--- src/rxe_pkg.sv ---
// Constants shared by the receiver error, interrupt and audio serial port logic.
// Assumes an 8-bit register port at 25 MHz and a frame-rate timing from the serial port.
// What this block does
// - Flag tape start on category plus start ID
// - Suppress bit blocks repeats within 3840 frames
// - Strapped: pins show unlock|parity and auto|non-audio
// - Strapped: error pin held 1024 frames after clearing
// - Strapped: validity pin low on unlock or parity
// - Register mode: pins OR unmasked nine events
// - Register mode: error pin hold, selectable length
// - Register mode: stream pin drops immediately
// - Live status bits never latch
// - Change and tape flags clear on register read
// - Unlock reinitialises stored buffers, pins follow ORs
// - Serial data MSB first, two's complement
// - Data changes on falling, aux sampled rising
// - Master 64fs bit clock; partner clocks slave formats
// - Format select picks justification and frame polarity
// - Short words drop surplus low bits
// - Errored sub-frame repeats last good one
// - Unlocked serial output sends zeros in mode 0
// - Aux input routed in modes 1, 3, unlocked 2
// - Recovery PLL off: both interrupt pins low
// - Auto flag is non-PCM OR detect_a

package rxe_pkg;

  // ----------------------------------------------------------------------
  // Register offsets
  // ----------------------------------------------------------------------
  localparam logic [4:0] ADDR_CLK = 5'h00;
  localparam logic [4:0] ADDR_FMT = 5'h01;
  localparam logic [4:0] ADDR_IOC1 = 5'h03;
  localparam logic [4:0] ADDR_MASK0 = 5'h04;
  localparam logic [4:0] ADDR_MASK1 = 5'h05;
  localparam logic [4:0] ADDR_TAPE = 5'h06;
  localparam logic [4:0] ADDR_STAT0 = 5'h07;
  localparam logic [4:0] ADDR_STAT1 = 5'h08;

  // ----------------------------------------------------------------------
  // Field positions
  // ----------------------------------------------------------------------
  localparam int CM_LSB = 4;
  localparam int DIF_LSB = 4;
  localparam int EFH_LSB = 6;
  localparam int SUP_BIT = 4;
  localparam int MDAT1_BIT = 1;
  localparam int MDAT0_BIT = 0;
  localparam int S1_DAT_BIT = 2;
  localparam int S1_DTS_BIT = 1;
  localparam int S1_NONPCM_DETECT_BIT = 0;

  // ----------------------------------------------------------------------
  // Values after reset
  // ----------------------------------------------------------------------
  localparam logic [1:0] CM_RST = 2'h0;
  localparam logic [2:0] DIF_RST = 3'h2;
  localparam logic [1:0] EFH_RST = 2'h1;
  localparam logic [7:0] MASK_RST = 8'h00;
  localparam logic [2:0] TAPE_CTL_RST = 3'h0;

  // ----------------------------------------------------------------------
  // Counts of frames and clock cycles
  // ----------------------------------------------------------------------
  localparam logic [12:0] HOLD_FRAMES_0 = 13'h0200;
  localparam logic [12:0] HOLD_FRAMES_1 = 13'h0400;
  localparam logic [12:0] HOLD_FRAMES_2 = 13'h0800;
  localparam logic [12:0] HOLD_FRAMES_3 = 13'h1000;
  localparam logic [11:0] TAPE_GAP_FRAMES = 12'hF00;
  localparam logic [3:0] BCLK_HALF_CYCLES = 4'h6;
  localparam logic [5:0] SLOT_LAST_BIT = 6'h1F;

  // Clock operation modes and output formats
  localparam logic [1:0] CM_PLL_OFF = 2'h1;
  localparam logic [1:0] CM_AUX_ALWAYS = 2'h3;
  localparam logic [1:0] CM_AUX_UNLOCK = 2'h2;
  localparam logic [2:0] FMT_RJ16 = 3'h0;
  localparam logic [2:0] FMT_RJ18 = 3'h1;
  localparam logic [2:0] FMT_RJ20 = 3'h2;
  localparam logic [2:0] FMT_RJ24 = 3'h3;
  localparam logic [2:0] FMT_LJ = 3'h4;
  localparam logic [2:0] FMT_I2S = 3'h5;
  localparam logic [2:0] FMT_SLV_LJ = 3'h6;
  localparam logic [2:0] FMT_SLV_I2S = 3'h7;

endpackage : rxe_pkg

--- src/rxe_error_port.sv ---
// Error events, interrupt pins and audio serial output port of the receiver.
// Assumes event flags and sub-frames arrive on ref_clk; serial pins and strap are asynchronous.
`timescale 1ns/10ps

module rxe_error_port (
  // Clock and reset
  input wire logic ref_clk,
  input wire logic reset,
  // Register port
  input wire logic [4:0] reg_addr,
  input wire logic [7:0] reg_wdata,
  input wire logic reg_wr,
  input wire logic reg_rd,
  output logic [7:0] reg_rdata,
  // Control strap, high selects pin-strapped mode
  input wire logic pin_strap_mode,
  // Receiver events
  input wire logic unlock_flag,
  input wire logic parity_error_flag,
  input wire logic biphase_error,
  input wire logic frame_len_error,
  input wire logic validity_in,
  input wire logic non_audio_flag,
  input wire logic nonpcm_detect,
  input wire logic detect_a,
  input wire logic fs_change,
  input wire logic qcode_change,
  input wire logic chstat_change,
  input wire logic tape_category,
  input wire logic tape_start_id,
  // Received sub-frames
  input wire logic sf_valid,
  input wire logic sf_right,
  input wire logic [23:0] sf_word,
  // Serial audio pins
  input wire logic bclk_in,
  output logic bclk_out,
  output logic bclk_oe,
  input wire logic lrck_in,
  output logic lrck_out,
  output logic lrck_oe,
  input wire logic aux_audio_in,
  output logic serial_audio_out,
  // Status pins
  output logic validity_pin,
  output logic error_irq_pin,
  output logic stream_irq_pin,
  output logic rx_buffers_clear
);
  import rxe_pkg::*;

  // ----------------------------------------------------------------------
  // Synchronisers for pins
  // ----------------------------------------------------------------------
  logic [3:0] sync1_q;
  logic [3:0] sync2_q;
  logic bclk_s_d_q;
  logic strap_s;
  logic bclk_s;
  logic lrck_s;
  logic aux_s;

  // Two flops per pin; logic reads the second stage, and a third bit clock flop for edge detection
  always_ff @(posedge ref_clk)
  begin
    if (reset)
    begin
      sync1_q <= 4'h0;
      sync2_q <= 4'h0;
      bclk_s_d_q <= 1'b0;
    end
    else
    begin
      sync1_q <= {pin_strap_mode, bclk_in, lrck_in, aux_audio_in};
      sync2_q <= sync1_q;
      bclk_s_d_q <= sync2_q[2];
    end
  end

  assign strap_s = sync2_q[3];
  assign bclk_s = sync2_q[2];
  assign lrck_s = sync2_q[1];
  assign aux_s = sync2_q[0];

  // ----------------------------------------------------------------------
  // Registers
  // ----------------------------------------------------------------------
  logic [1:0] cm_q;
  logic [2:0] dif_q;
  logic [1:0] efh_q;
  logic [7:0] mask0_q;
  logic [7:0] mask1_q;
  logic [2:0] tape_ctl_q;
  logic qcode_change_flag_q;
  logic chstat_change_flag_q;
  logic tape_q;
  logic auto_flag;
  logic [7:0] stat0;
  logic rd_stat0;
  logic rd_stat1;

  // Control registers written by software
  always_ff @(posedge ref_clk)
  begin
    if (reset)
    begin
      cm_q <= CM_RST;
      dif_q <= DIF_RST;
      efh_q <= EFH_RST;
      mask0_q <= MASK_RST;
      mask1_q <= MASK_RST;
      tape_ctl_q <= TAPE_CTL_RST;
    end
    else if (reg_wr)
    begin
      unique case (reg_addr)
        ADDR_CLK: cm_q <= reg_wdata[CM_LSB +: 2];
        ADDR_FMT: dif_q <= reg_wdata[DIF_LSB +: 3];
        ADDR_IOC1: efh_q <= reg_wdata[EFH_LSB +: 2];
        ADDR_MASK0: mask0_q <= reg_wdata;
        ADDR_MASK1: mask1_q <= reg_wdata;
        ADDR_TAPE: tape_ctl_q <= {reg_wdata[SUP_BIT], reg_wdata[MDAT1_BIT], reg_wdata[MDAT0_BIT]};
        default: ;
      endcase
    end
  end

  assign auto_flag = nonpcm_detect | detect_a;
  // Live bits pass straight through; only the change flags latch
  assign stat0 = {qcode_change_flag_q, auto_flag, chstat_change_flag_q, unlock_flag, validity_in, fs_change, non_audio_flag,
                  parity_error_flag};
  assign rd_stat0 = reg_rd && (reg_addr == ADDR_STAT0);
  assign rd_stat1 = reg_rd && (reg_addr == ADDR_STAT1);

  // Read data stands in the cycle after the strobe; unmapped offsets read zero
  always_ff @(posedge ref_clk)
  begin
    if (reset)
      reg_rdata <= 8'h00;
    else if (reg_rd)
    begin
      unique case (reg_addr)
        ADDR_CLK: reg_rdata <= {2'h0, cm_q, 4'h0};
        ADDR_FMT: reg_rdata <= {1'b0, dif_q, 4'h0};
        ADDR_IOC1: reg_rdata <= {efh_q, 6'h00};
        ADDR_MASK0: reg_rdata <= mask0_q;
        ADDR_MASK1: reg_rdata <= mask1_q;
        ADDR_TAPE: reg_rdata <= {3'h0, tape_ctl_q[2], 2'h0, tape_ctl_q[1:0]};
        ADDR_STAT0: reg_rdata <= stat0;
        ADDR_STAT1: reg_rdata <= {5'h00, tape_q, detect_a, nonpcm_detect};
        default: reg_rdata <= 8'h00;
      endcase
    end
  end

  // Change flags: a new event in the read cycle survives the clear
  always_ff @(posedge ref_clk)
  begin
    if (reset)
    begin
      qcode_change_flag_q <= 1'b0;
      chstat_change_flag_q <= 1'b0;
    end
    else
    begin
      qcode_change_flag_q <= qcode_change | (qcode_change_flag_q & ~rd_stat0);
      chstat_change_flag_q <= chstat_change | (chstat_change_flag_q & ~rd_stat0);
    end
  end

  // ----------------------------------------------------------------------
  // Serial port timing
  // ----------------------------------------------------------------------
  logic master;
  logic i2s;
  logic [3:0] div_q;
  logic fall_tick;
  logic rise_tick;
  logic [5:0] pos_q;
  logic half_q;
  logic [5:0] pos_nx;
  logic half_nx;
  logic slave_right;
  logic frame_start;

  assign master = (dif_q != FMT_SLV_LJ) && (dif_q != FMT_SLV_I2S);
  assign i2s = (dif_q == FMT_I2S) || (dif_q == FMT_SLV_I2S);
  assign slave_right = i2s ? lrck_s : ~lrck_s;

  // Bit clock divider; it keeps running in every format, but only master formats take frame time from it
  always_ff @(posedge ref_clk)
  begin
    if (reset)
    begin
      div_q <= 4'h0;
      bclk_out <= 1'b1;
    end
    else if (div_q == BCLK_HALF_CYCLES - 4'h1)
    begin
      div_q <= 4'h0;
      bclk_out <= ~bclk_out;
    end
    else
      div_q <= div_q + 4'h1;
  end

  // Edges: own divider as master, synchronised partner clock as slave
  assign fall_tick = master ? ((div_q == BCLK_HALF_CYCLES - 4'h1) && bclk_out) : (bclk_s_d_q & ~bclk_s);
  assign rise_tick = master ? ((div_q == BCLK_HALF_CYCLES - 4'h1) && !bclk_out) : (~bclk_s_d_q & bclk_s);

  // Next bit position; a slave realigns on every frame clock change
  always_comb
  begin
    pos_nx = pos_q;
    half_nx = half_q;
    if (master)
    begin
      if (pos_q == SLOT_LAST_BIT)
      begin
        pos_nx = 6'h00;
        half_nx = ~half_q;
      end
      else
        pos_nx = pos_q + 6'h01;
    end
    else if (slave_right != half_q)
    begin
      pos_nx = 6'h00;
      half_nx = slave_right;
    end
    else if (pos_q != 6'h3F)
      pos_nx = pos_q + 6'h01;
  end

  assign frame_start = fall_tick && (pos_nx == 6'h00) && !half_nx;

  // Bit counter and frame clock, both moved on the falling bit clock edge
  always_ff @(posedge ref_clk)
  begin
    if (reset)
    begin
      pos_q <= SLOT_LAST_BIT;
      half_q <= 1'b1;
      lrck_out <= 1'b0;
    end
    else if (fall_tick)
    begin
      pos_q <= pos_nx;
      half_q <= half_nx;
      lrck_out <= i2s ? half_nx : ~half_nx;
    end
  end

  assign bclk_oe = master;
  assign lrck_oe = master;

  // ----------------------------------------------------------------------
  // Sample sources
  // ----------------------------------------------------------------------
  logic [23:0] held_q [2];
  logic [23:0] aux_word_q [2];
  logic [31:0] aux_sh_q;
  logic sf_err;
  logic aux_sel;
  logic [23:0] src_word;
  logic [31:0] slot_v;
  logic [31:0] shift_q;

  assign sf_err = parity_error_flag | biphase_error | frame_len_error;
  assign aux_sel = (cm_q == CM_PLL_OFF) || (cm_q == CM_AUX_ALWAYS) ||
                   ((cm_q == CM_AUX_UNLOCK) && unlock_flag);

  // Keep the last good sub-frame of each channel; errored ones are dropped
  always_ff @(posedge ref_clk)
  begin
    if (reset)
    begin
      held_q[0] <= 24'h000000;
      held_q[1] <= 24'h000000;
    end
    else if (sf_valid && !sf_err && !unlock_flag)
      held_q[sf_right] <= sf_word;
  end

  // Aux input: shifted on rising edges, captured after bit 31 of each half
  always_ff @(posedge ref_clk)
  begin
    if (reset)
    begin
      aux_sh_q <= 32'h00000000;
      aux_word_q[0] <= 24'h000000;
      aux_word_q[1] <= 24'h000000;
    end
    else
    begin
      if (rise_tick)
        aux_sh_q <= {aux_sh_q[30:0], aux_s};
      if (fall_tick && (pos_q == SLOT_LAST_BIT))
        aux_word_q[half_q] <= i2s ? aux_sh_q[30:7] : aux_sh_q[31:8];
    end
  end

  // Unlocked with no aux source, the port sends silence
  assign src_word = aux_sel ? aux_word_q[half_nx] : (unlock_flag ? 24'h000000 : held_q[half_nx]);

  // Place the word in a 32-bit slot; right-justified words are sign-extended
  always_comb
  begin
    unique case (dif_q)
      FMT_RJ16: slot_v = {{16{src_word[23]}}, src_word[23:8]};
      FMT_RJ18: slot_v = {{14{src_word[23]}}, src_word[23:6]};
      FMT_RJ20: slot_v = {{12{src_word[23]}}, src_word[23:4]};
      FMT_RJ24: slot_v = {{8{src_word[23]}}, src_word};
      FMT_LJ, FMT_SLV_LJ: slot_v = {src_word, 8'h00};
      FMT_I2S, FMT_SLV_I2S: slot_v = {1'b0, src_word, 7'h00};
    endcase
  end

  // Data moves on the falling edge, MSB first, so the partner samples on rising
  always_ff @(posedge ref_clk)
  begin
    if (reset)
    begin
      shift_q <= 32'h00000000;
      serial_audio_out <= 1'b0;
    end
    else if (fall_tick)
    begin
      if (pos_nx == 6'h00)
      begin
        serial_audio_out <= slot_v[31];
        shift_q <= {slot_v[30:0], 1'b0};
      end
      else
      begin
        serial_audio_out <= shift_q[31];
        shift_q <= {shift_q[30:0], 1'b0};
      end
    end
  end

  // ----------------------------------------------------------------------
  // Tape start flag
  // ----------------------------------------------------------------------
  logic tape_det;
  logic tape_raise;
  logic tape_seen_q;
  logic [11:0] gap_q;

  assign tape_det = tape_category & tape_start_id;
  assign tape_raise = tape_det && (!tape_ctl_q[2] || !tape_seen_q || (gap_q >= TAPE_GAP_FRAMES));

  // Frames since the last raised flag, saturating at the gap
  always_ff @(posedge ref_clk)
  begin
    if (reset)
    begin
      gap_q <= 12'h000;
      tape_seen_q <= 1'b0;
    end
    else if (tape_raise)
    begin
      gap_q <= 12'h000;
      tape_seen_q <= 1'b1;
    end
    else if (frame_start && (gap_q < TAPE_GAP_FRAMES))
      gap_q <= gap_q + 12'h001;
  end

  // Sticky; reading the second status register clears it unless raised again
  always_ff @(posedge ref_clk)
  begin
    if (reset)
      tape_q <= 1'b0;
    else
      tape_q <= tape_raise | (tape_q & ~rd_stat1);
  end

  // ----------------------------------------------------------------------
  // Interrupt pins and validity
  // ----------------------------------------------------------------------
  logic [8:0] ev9;
  logic raw0;
  logic raw1;
  logic pll_off;
  logic [12:0] hold_len;
  logic [12:0] hold_q;
  logic unlock_d_q;

  // Masks only gate the pins; status bits stay untouched
  assign ev9 = {tape_q, stat0};
  assign raw0 = strap_s ? (unlock_flag | parity_error_flag) :
                (|(ev9 & ~{tape_ctl_q[0], mask0_q}));
  assign raw1 = strap_s ? (auto_flag | non_audio_flag) :
                (|(ev9 & ~{tape_ctl_q[1], mask1_q}));
  assign pll_off = (cm_q == CM_PLL_OFF);

  // Strapped parts have no hold field, so they always use the 1024-frame figure
  always_comb
  begin
    unique case (strap_s ? 2'h1 : efh_q)
      2'h0: hold_len = HOLD_FRAMES_0;
      2'h1: hold_len = HOLD_FRAMES_1;
      2'h2: hold_len = HOLD_FRAMES_2;
      2'h3: hold_len = HOLD_FRAMES_3;
    endcase
  end

  // Countdown is reloaded while any event stands, so it restarts on each one
  always_ff @(posedge ref_clk)
  begin
    if (reset)
      hold_q <= 13'h0000;
    else if (raw0)
      hold_q <= hold_len;
    else if (frame_start && (hold_q != 13'h0000))
      hold_q <= hold_q - 13'h0001;
  end

  // Pins are combinational so the stream pin drops in the clearing cycle
  assign error_irq_pin = !pll_off && (raw0 || (hold_q != 13'h0000));
  assign stream_irq_pin = !pll_off && raw1;

  // Validity forced low on unlock, and on parity errors when strapped; unlock clears the stored buffers once
  always_ff @(posedge ref_clk)
  begin
    if (reset)
    begin
      validity_pin <= 1'b0;
      unlock_d_q <= 1'b0;
      rx_buffers_clear <= 1'b0;
    end
    else
    begin
      validity_pin <= (unlock_flag || (strap_s && parity_error_flag)) ? 1'b0 : validity_in;
      unlock_d_q <= unlock_flag;
      rx_buffers_clear <= unlock_flag & ~unlock_d_q;
    end
  end
endmodule : rxe_error_port

--- config.mk ---
export PLATFORM = sky130hd
export DESIGN_NAME = rxe_error_port
export DESIGN_NICKNAME = d
export VERILOG_FILES = /design/src/rxe_pkg.sv /design/src/rxe_error_port.sv
export SDC_FILE = /design/constraint.sdc
export NUM_CORES = 1
export LEC_CHECK = 0
export ABC_AREA = 1
export BUFFER_PORTS_ARGS = -buffer_cell sky130_fd_sc_hd__buf_2
export CAP_MARGIN = 20
export CORE_ASPECT_RATIO = 0.6
export CORE_UTILIZATION = 35
export DETAILED_ROUTE_END_ITERATION = 8
export GPL_TIMING_DRIVEN = 0
export PLACE_DENSITY = 0.48
export SYNTH_ARGS = -nofsm -noshare
export SYNTH_HDL_FRONTEND = slang
export SYNTH_SLANG_ARGS = --single-unit
--- constraint.sdc ---
create_clock -name ref_clk -period 3.6 [get_ports ref_clk]
set_input_delay 0.54 -clock ref_clk [delete_from_list [all_inputs] [get_ports ref_clk]]
set_output_delay 0.54 -clock ref_clk [all_outputs]
set_load 0.1 [all_outputs]
# Yosys cells after proc, flatten, opt, wreduce, memory -nomap -nowiden
# Memories as Yosys holds them, arrays and structs flattened.
# Cells that the tools add are included.
[totals]
ff_bits = 153
ramBits = 96
input_bits = 60
memories = 2
[classes]
add_sub_neg = 4
magnitude_cmp = 2
eq_ne = 26
n_mux = 38
bitwise = 28
reduce_logical = 52
[mem_list]
columns = ["memory", "depth", "word_bits", "rd", "rd_clocked_by_memory_dff", "write_ports", "line", "source"]
rows = [
  ["aux_word_q", 2, 24, 1, 0, 2, "rxe_error_port.sv:261", "logic [23:0] aux_word_q [2];"],
  ["held_q", 2, 24, 1, 0, 2, "rxe_error_port.sv:260", "logic [23:0] held_q [2];"],
]
[op_table]
columns = ["cell", "count"]
rows = [
  ["$pmux 32 s6", 1],
  ["$mux 24", 5],
  ["$pmux 8 s8", 1],
  ["$pmux 13 s4", 1],
  ["$reduce_or 24->1", 2],
  ["$mux 32", 1],
  ["$mux 13", 2],
  ["$mux 6", 4],
  ["$mux 1", 22],
  ["$eq 5x3->1 const B", 4],
  ["$and 9x9->9", 2],
  ["$not 9->9", 2],
  ["$reduce_or 9->1", 2],
  ["$logic_and 1x1->1", 17],
  ["$reduce_bool 13->1", 1],
  ["$sub 13x1->13 const B", 1],
  ["$add 12x1->12 const B", 1],
  ["$eq 3x3->1 const B", 4],
  ["$ge 12x12->1 const B", 1],
  ["$lt 12x12->1 const B", 1],
  ["$reduce_and 2->1", 6],
  ["$reduce_or 2->1", 5],
  ["$not 1->1", 9],
  ["$eq 2x2->1 const B", 4],
  ["other kinds (23)", 51],
]

# Depth between registers and ports, before layout
# Gate-level depths: netlist of run 1.
[logic_depth]
ltp_word = 12
depth_mapped = 20
ltp_nobuf = 17

# Worst setup path before layout of run 1
# OpenSTA, ideal clock, no wires.
[synth_path]
path_kind = "input to output"
startpoint = "input port parity_error_flag"
endpoint = "output port stream_irq_pin"
arrival_time_ps = 3116
t_required_ps = 3060
path_slack_ps = -56
cell_stages = 4
n_path_buf = 0
cell_sequence = "inv_1 -> o2111ai_1 -> a2111oi_0 -> a311oi_1"
[synth_between]
elab_chain_len = 4
[synth_rtl]
columns = ["item", "line", "source"]
rows = [
  ["start: declaration", "rxe_error_port.sv:19", "input wire logic parity_error_flag,"],
  ["$and 9x9->9", "rxe_error_port.sv:395", "(|(ev9 & ~{tape_ctl_q[1], mask1_q}));"],
  ["$reduce_or 9->1", "rxe_error_port.sv:395", ""],
  ["$mux 1", "rxe_error_port.sv:394", "assign raw1 = strap_s ? (auto_flag | non_audio_flag) :"],
  ["$logic_and 1x1->1", "rxe_error_port.sv:422", "assign stream_irq_pin = !pll_off && raw1;"],
  ["end: declaration", "rxe_error_port.sv:47", "output logic stream_irq_pin,"],
]
# No other way between the ends.

# Worst setup path after layout of run 1
[layout_path]
startpoint = "register dif_q[2]"
endpoint = "register shift_q[19]"
[layout_between]
elab_chain_len = 11
word_cells_on_any_way = 28
classes_between = "eq/ne: 10; mux: 10; reduce/logical: 6; memory: 2"
[layout_rtl]
columns = ["item", "line", "source"]
rows = [
  ["start: declaration", "rxe_error_port.sv:89", "logic [2:0] dif_q;"],
  ["start signal: assignment", "rxe_error_port.sv:118", "ADDR_FMT: dif_q <= reg_wdata[DIF_LSB +: 3];"],
  ["$eq 3x3->1", "rxe_error_port.sv:187, rxe_error_port.sv:309", ""],
  ["$logic_or 1x1->1", "rxe_error_port.sv:187", "assign i2s = (dif_q == FMT_I2S) || (dif_q == FMT_SLV_I2S);"],
  ["$mux 1", "rxe_error_port.sv:188", "assign slave_right = i2s ? lrck_s : ~lrck_s;"],
  ["$ne 1x1->1", "rxe_error_port.sv:226", "else if (slave_right != half_q)"],
  ["$mux 1", "rxe_error_port.sv:226", ""],
  ["$mux 1", "rxe_error_port.sv:216", "if (master)"],
  ["$mem_v2 2x24", "--", ""],
  ["$mux 24 (2 in series)", "rxe_error_port.sv:304", "assign src_word = aux_sel ? aux_word_q[half_nx] : (unlock_flag ? 24'h000000 : held_q[half_nx]);"],
  ["$pmux 32 s6", "rxe_error_port.sv:309", "unique case (dif_q)"],
  ["$mux 32", "rxe_error_port.sv:329", "if (pos_nx == 6'h00)"],
  ["end signal: assignment", "rxe_error_port.sv:332", "shift_q <= {slot_v[30:0], 1'b0};"],
  ["end signal: assignment", "rxe_error_port.sv:337", "shift_q <= {shift_q[30:0], 1'b0};"],
  ["end: declaration", "rxe_error_port.sv:267", "logic [31:0] shift_q;"],
]
# Parallel ways exist; a longest one is shown, timed or not.
# A chain may end at the register's enable or synchronous reset.

==> impl_results.md, run 1 <==
- DRT iter0 DRCs: 1322
- CP Launch Point: dif_q[2]
- DR pass1 iterations: 5
- Post-DP HPWL: 32230 um
- F_max: 0.2965 GHz
- Max Root-Sink Buffers: 3
- CP Max Fanout: 16
- Non-filler cells, final: 2317
- Largest family of logic cells by synthesized area: simple AND/OR/NAND/NOR gates
- Total CTS buffers: 26
- Busiest grt layer: met1
- Critical path arrival: around 3.8 ns
- Clock skew: between 0.015 and 0.02 ns
- Io pins: 77
- Largest stage delay on the critical path: 0.30 ns
- Clock Sinks: between 200 and 250
- Most common cell on crit path: nand2_1
- Met2 usage in global routing: 0.2824
- Mapped Area: around 13000 um2
- Die Ht: 149.9 um
- CP endpoint kind: register
- Hold path start: bclk_in
- Via count: 11620
- Largest net degree at the start of global routing: 25
- Slew margin rel.: 0.2262
- Peak VDD IR: 380.6 uV
- Die ar.: 37260 um2
- Synthesized Nets: ~1800
- Worst Max-Slew Pin Slew: 1.152 ns
- Pre-CTS WS: -0.3061 ns
- CTS Root Cell: clkbuf_16
- Area delta synth->final: 16.17%
- Via/cell ratio: 5.014
- Critical R2R Launch: dif_q[2]
- Worst hold path type: primary input to register
- Total Routed Length: approximately 43000 um
- Routability cong.: 0.9696
- Critical Path RT: approximately 4.0 ns
- Final setup viols: 0
- Slowest CP cell: dfxtp_1
- Number of library cell types mapped by synthesis: 54
- CORE AREA: roughly 35000 um2
- Fin Hold WS: roughly 0.18 ns
- Placed cells: 2267
- CP startpoint kind: register
- Fillers: 3674
- ANT nets after route: 0
- PD cells: 485.3 nW/um2
- Synth warn: 0
- Kind of critical path: register to register
- M3 GR Usage: 0.03461
- Main synth FF type: dfxtp_1
- Commonest non-fill, non-tap cells in the layout: nand2_1, nor2_1, inv_1, dfxtp_1, nand3_1
- Synth Area per Inst: between 7 and 8 um2
- Cells after Synth: 1724
- Final worst slack: 0.2277 ns
- Pleak: roughly 0.0064 uW
- Number of global-route vias before repair: between 10000 and 15000
- Worst-skew pair later-pin latency: 0.57 ns
- EDFF count, synth: 96
- Tot Pwr: about 7200 uW
- Final Cycle Share: 0.9367
- Compound-Gate Fraction of Synth Area: 0.1358
- Critical Path, Cell by Cell: buf_2 > nand2_2 > xor2_1 > ha_1 > nor3_2 > a21oi_4 > nand2_2 > buf_2 > nand2_1 > nand3_1 > nand2_1 > nand2_1 > nand2_1 > nor2_1 > nand3_1 > nand2_1 > a21oi_1
- FFs w/ async S/R, synth: 0
- Most common cell after layout, fill and taps aside: nand2_1
- Share of cells above drive strength 1: 0.1076
- Die Span X: 248.5 um
- Slew Limit Fails: 0
- Post-synthesis xor/xnor area fraction: 0.01647
- Final nets: 1896
- Buffers added on ports: 75
- Final Hold Viols: 0
- GRT Residual Overflow: 0
- Post-CTS Repair Setup Buffers: 0
- Synth Area in Simple Gates: 0.2797
- Clock Pin Slew Worst Setup and Hold Paths: 0.07 ns
- CTS tree: built
- First-pass GRT wire length: 64280 um
- Sequential share of the synthesized area: 0.4643
- Initial antenna violation count: 3
- Global Route Usage Sum: 0.2267
- Outcome: complete, no violations
- Post-synthesis mux area share: 0.0007843
- # DRC: 0
- M1 GR Usage: 0.3872
- Initial core utilization: 0.3597
- Min Tclk post-route: 3.372 ns
- RSZ-0062 raised after global routing: no
- #FFs+latches synth: 248
- Adder-cell share of the synthesized area: 0.006863
- Avg WL per Cell: roughly 18 um
- Max-cap viol count: 0
- H-tree depth: 1
- Rows: between 50 and 60
cell families after synthesis:
family | count (synthesis)
AOI/OAI and AO/OA | 318
xor gates and xnor gates | 24
adders and majority gates | 7
buffers and inverters | 297
DFF | 248
muxes | 1
and+or+nand+nor | 829
critical path, delay by kind of cell (launching register included):
family          cells  cell delay (ns)
flops               1             0.30
xor+xnor            1             0.24
fa+ha+maj           1             0.21
simple gates       11             1.83
compound gates      2             0.12
buf+inv             2             0.51
through the flow:
| stage | area (um2) | TNS [ns] | utilization |
|---|---|---|---|
| after global routing | 14830 | 0 | 0.4179 |
| after floorplan | 12770 | 0 | - |
| after CTS | 14740 | 0 | 0.4156 |
| after global placement | 13730 | -25.01 | 0.3870 |
| final | 14830 | 0 | 0.4179 |
| after detailed placement | 13760 | -22.15 | 0.3877 |
report_power, final:
part           total, uW  internal (uW)  switching (uW)
sequential          3030           2990            36.3
clock               3100           1870            1230
combinational       1060            331             734
area by class of cell:
class | instances | area, um2 | share of cell area
Tap cell | 467 | 584.3 | 0.03941
Multi-Input combinational cell | 1179 | 5619 | 0.3790
Timing Repair Buffer | 79 | 485.5 | 0.03275
Clock inverter | 10 | 167.7 | 0.01131
Antenna cell | 1 | 2.502 | 0.0001688
Clock buffer | 38 | 819.5 | 0.05528
Inverter | 208 | 788.3 | 0.05317
Buffer | 87 | 431.7 | 0.02912
Sequential cell | 248 | 5927 | 0.3998
path summary, 6_finish.rpt:
check                                         to  slack [ns]  cells past startpoint
worst max-delay path                 shift_q[19]        0.23                     17
worst min-delay path                  sync1_q[2]        0.18                      3
worst max register to register       shift_q[19]        0.23                     17
worst min register to register  rx_buffers_clear        0.39                      1
timing repair:
item | in CTS | in global routing
resized for setup | 2 | 2
hold buffers | 0 | 0
endpoints found under the setup margin | 47 | 28
state kept, by name, indices dropped and copies added, names as in the netlist, 2 cells and up:
| signal | cells |
|---|---|
| dif_q | 3 |
| gap_q | 12 |
| sync1_q | 4 |
| mask1_q | 8 |
| reg_rdata | 8 |
| mask0_q | 8 |
| efh_q | 2 |
| cm_q | 2 |
| aux_word_q | 48 |
| held_q | 48 |
| shift_q | 31 |
| sync2_q | 4 |
| aux_sh_q | 32 |
| hold_q | 13 |
| div_q | 4 |
| pos_q | 6 |
| tape_ctl_q | 3 |
metal layers:
metal | share of wire | vias up
met5 | 0 | -
met4 | 0.015 | 0
met3 | 0.069 | 36
met2 | 0.36 | 343
met1 | 0.56 | 5421
li1 | - | 5818
cells in the mapped netlist, types with 6 or more instances:
cell type  instances  area share
a21oi_1          127       0.050
buf_2             14      0.0055
buf_6              8      0.0071
clkbuf_1          59       0.017
dfxtp_1          152        0.24
edfxtp_1          96        0.23
ha_1               7      0.0069
inv_1            196       0.058
inv_2              6      0.0018
nand2_1          369        0.11
nand2_2           15      0.0074
nand3_1          133       0.052
nand3b_1          27       0.016
nand4_1           11      0.0054
nor2_1           245       0.072
nor3_1             9      0.0035
o21ai_0          124       0.049
o21ai_1           23      0.0090
o21bai_1           7      0.0041
xnor2_1           10      0.0069
xor2_1            14      0.0096
(Power assumes the default switching activity.)
==> inputs of run 2 (changes only) <==
--- a/config.mk
+++ b/config.mk
@@ -10,9 +10,10 @@
 export CAP_MARGIN = 20
 export CORE_ASPECT_RATIO = 0.6
 export CORE_UTILIZATION = 35
+export CTS_CLUSTER_SIZE = 40
 export DETAILED_ROUTE_END_ITERATION = 8
 export GPL_TIMING_DRIVEN = 0
-export PLACE_DENSITY = 0.48
+export PLACE_DENSITY = 0.5
 export SYNTH_ARGS = -nofsm -noshare
 export SYNTH_HDL_FRONTEND = slang
 export SYNTH_SLANG_ARGS = --single-unit
==> constraint.sdc (replaced) <==
create_clock -name ref_clk -period 2.8 [get_ports ref_clk]
set_input_delay 0.42 -clock ref_clk [delete_from_list [all_inputs] [get_ports ref_clk]]
set_output_delay 0.42 -clock ref_clk [all_outputs]
set_load 0.1 [all_outputs]
==> run 2 against run 1 <==
Against the previous run:
- global-route usage decreased by 0.15 points
- maximum frequency increased by 25%
- total power increased by 22%
- register-to-register slack got worse by 0.13 ns
- critical endpoint is now shift_q[6]
- highest routed layer unchanged
==> impl_results.md, run 2 (synthesis gave the netlist of run 1 again) <==
- Slew Limit Fails: 0 (unchanged)
- Total CTS buffers: 26 (unchanged)
- Worst Max-Slew Pin Slew: 1.035 ns (was 1.152 ns)
- First-pass GRT wire length: 64170 um (was 64280 um)
- Die ar.: 37260 um2 (unchanged)
- Met2 usage in global routing: 0.2834 (was 0.2824)
- Clock Sinks: 248 (unchanged)
- Area delta synth->final: 16.44% (was 16.17%)
- Routability cong.: 0.9690 (was 0.9696)
- Outcome: complete, no violations (unchanged)
- Non-filler cells, final: 2314 (was 2317)
- Post-DP HPWL: 31760 um (was 32230 um)
- Power share of the combinational group: 0.158 (was 0.148)
- Clock Pin Slew Worst Setup and Hold Paths: 0.07 ns (about the same)
- Psw: 2521 uW (was 2003 uW)
- Die Ht: 149.9 um (unchanged)
- Largest net degree at the start of global routing: 25 (unchanged)
- Critical Path, Cell by Cell: buf_6 > nand2_8 > xor2_4 > ha_2 > nor3_4 > a21oi_4 > buf_6 > buf_4 > nand3b_1 > nand3_1 > nand2_1 > nand2_1 > o21ai_0 > o21bai_1 > a21oi_2 (was buf_2 > nand2_2 > xor2_1 > ha_1 > nor3_2 > a21oi_4 > nand2_2 > buf_2 > nand2_1 > nand3_1 > nand2_1 > nand2_1 > nand2_1 > nor2_1 > nand3_1 > nand2_1 > a21oi_1)
- Tot Pwr: 8778 uW (was 7195 uW)
- M1 GR Usage: 0.3756 (was 0.3872)
- Final Cycle Share: 0.9649 (was 0.9367)
- M3 GR Usage: 0.04923 (was 0.03461)
- Most common cell after layout, fill and taps aside: nand2_1 (unchanged)
- Rows: 53 (unchanged)
- Placed cells: 2267 (unchanged)
- Cell Int Power: 6256 uW (was 5192 uW)
- DR pass1 iterations: 8 (was 5)
- Peak VDD IR: 371.0 uV (was 380.6 uV)
- Via/cell ratio: 5.086 (was 5.014)
- Switch share: 0.2872 (was 0.2784)
- Sequential Power Share: 0.443 (was 0.421)
- ANT nets after route: 0 (unchanged)
- CP endpoint kind: register (unchanged)
- Busiest grt layer: met1 (unchanged)
- Commonest non-fill, non-tap cells in the layout: nand2_1, nor2_1, inv_1, dfxtp_1, nand3_1 (unchanged)
- Worst-skew pair later-pin latency: 0.57 ns (about the same)
- Buffers added on ports: 75 (unchanged)
- Final nets: 1895 (was 1896)
- Initial antenna violation count: 1 (was 3)
- Largest stage delay on the critical path: 0.32 ns (was 0.30 ns)
- CTS tree: built (unchanged)
- Setup TNS: 0 ns (unchanged)
- H-tree depth: 1 (unchanged)
- CP startpoint kind: register (unchanged)
- Critical path arrival: 3.13 ns (was 3.81 ns)
- # DRC: 0 (unchanged)
- PD cells: 590.7 nW/um2 (was 485.3 nW/um2)
- Worst hold path type: primary input to register (unchanged)
- Via count: 11770 (was 11620)
- CP Max Fanout: 16 (unchanged)
- Critical Path RT: 3.23 ns (was 4.03 ns)
- Min Tclk post-route: 2.702 ns (was 3.372 ns)
- Share of cells above drive strength 1: 0.1234 (was 0.1076)
- GRT Residual Overflow: 0 (unchanged)
- Diodes inserted: 0 (was 1)
- Slew margin rel.: 0.3048 (was 0.2262)
- Final setup viols: 0 (unchanged)
- Max Root-Sink Buffers: 3 (unchanged)
- CTS Root Cell: clkbuf_16 (unchanged)
- Initial core utilization: 0.3597 (unchanged)
- Final core occ: 0.4189 (was 0.4179)
- Largest registers: aux_word_q x48, held_q x48, aux_sh_q x32 (unchanged)
- CORE AREA: 35480 um2 (unchanged)
- Max-cap viol count: 0 (unchanged)
- Global Route Usage Sum: 0.2252 (was 0.2267)
- Avg WL per Cell: 18.19 um (was 18.39 um)
- F_max: 0.3701 GHz (was 0.2965 GHz)
- Clock skew: 0.02493 ns (was 0.01633 ns)
- Pleak: 0.006383 uW (was 0.006435 uW)
- Clock power share: 0.398 (was 0.431)
- Io pins: 77 (unchanged)
- DRT iter0 DRCs: 1100 (was 1322)
- Number of global-route vias before repair: 10660 (was 10390)
- Fillers: 3700 (was 3674)
- Slowest CP cell: dfxtp_1 (unchanged)
- Final Hold Viols: 0 (unchanged)
- Total Routed Length: 42100 um (was 42610 um)
- # hold bufs at CTS: 0 (unchanged)
- Die Span X: 248.5 um (unchanged)
- Kind of critical path: register to register (unchanged)
[run 2: changes by cell type in the layout (fill, tap and decap cells not counted), moves of 4 or more]
cell      change
buf_16        -4
buf_2         -8
buf_4         +5
clkbuf_4      +4
nand2_1      -15
nand2_2       +5
nand2_4       +8
nand3_1       -4
nand3_2       +4
[run 2: cell type report]
type / instances / area [um2] / share of cell area
Buffer: 87 / 473.0 / 0.03183
Timing Repair Buffer: 78 / 432.9 / 0.02913
Multi-Input combinational cell: 1179 / 5813 / 0.3912
Clock buffer: 36 / 754.5 / 0.05077
Sequential cell: 248 / 5932 / 0.3992
Inverter: 208 / 788.3 / 0.05304
Tap cell: 467 / 584.3 / 0.03932
Clock inverter: 11 / 82.58 / 0.005557
[run 2: stage by stage]
step / area (um2) / hold slack (ns) / setup WS (ns)
after detailed placement: 13750 / 0.3824 / -0.9787
after global routing: 14860 / 0.07044 / -0.002827
final: 14860 / 0.07257 / 0.09831
after CTS: 14700 / 0.04663 / -0.008386
after global placement: 13730 / 0.3784 / -1.002
after floorplan: 12770 / 0.3732 / 0.02483
[run 2: path summary, 6_finish.rpt]
kind / startpoint / endpoint / slack [ns] / depth (start not counted)
hold / removal: bclk_in / sync1_q[2] / 0.07 / 3
hold reg to reg: unlock_d_q / rx_buffers_clear / 0.39 / 1
setup / recovery: dif_q[2] / shift_q[6] / 0.1 / 15
setup reg to reg: dif_q[2] / shift_q[6] / 0.1 / 15
[run 2: what timing repair did]
item | 4_1_cts | 5_1_grt
pin swaps | 1 | 4
setup endpoints to repair | 133 | 93
gates resized for setup | 33 | 40
gates cloned | 0 | 0
setup buffers | 1 | 1
[run 2: routing by layer]
| layer | vias up | share of wire |
|---|---|---|
| li1 | 5820 | - |
| met1 | 5570 | 0.54 |
| met2 | 338 | 0.36 |
| met3 | 40 | 0.085 |
| met4 | 0 | 0.015 |
| met5 | - | 0 |
[run 2: power by group through the flow]
stage	registers (uW)	logic (uW)	clock network [uW]
final	3890	1390	3500
after CTS	3890	1340	3580
after global placement	3970	1320	0
after global routing	3900	1520	3720
after floorplan	3980	869	0
after detailed placement	3970	1320	0
[run 2: critical path: cells and delay by family, from the launching register on]
| kind | cells | cell delay (ns) |
|---|---|---|
| adders and majority gates | 1 | 0.22 |
| DFF | 1 | 0.32 |
| and+or+nand+nor | 6 | 0.65 |
| AOI/OAI and AO/OA | 4 | 0.63 |
| buffers and inverters | 3 | 0.56 |
| xor gates and xnor gates | 1 | 0.18 |
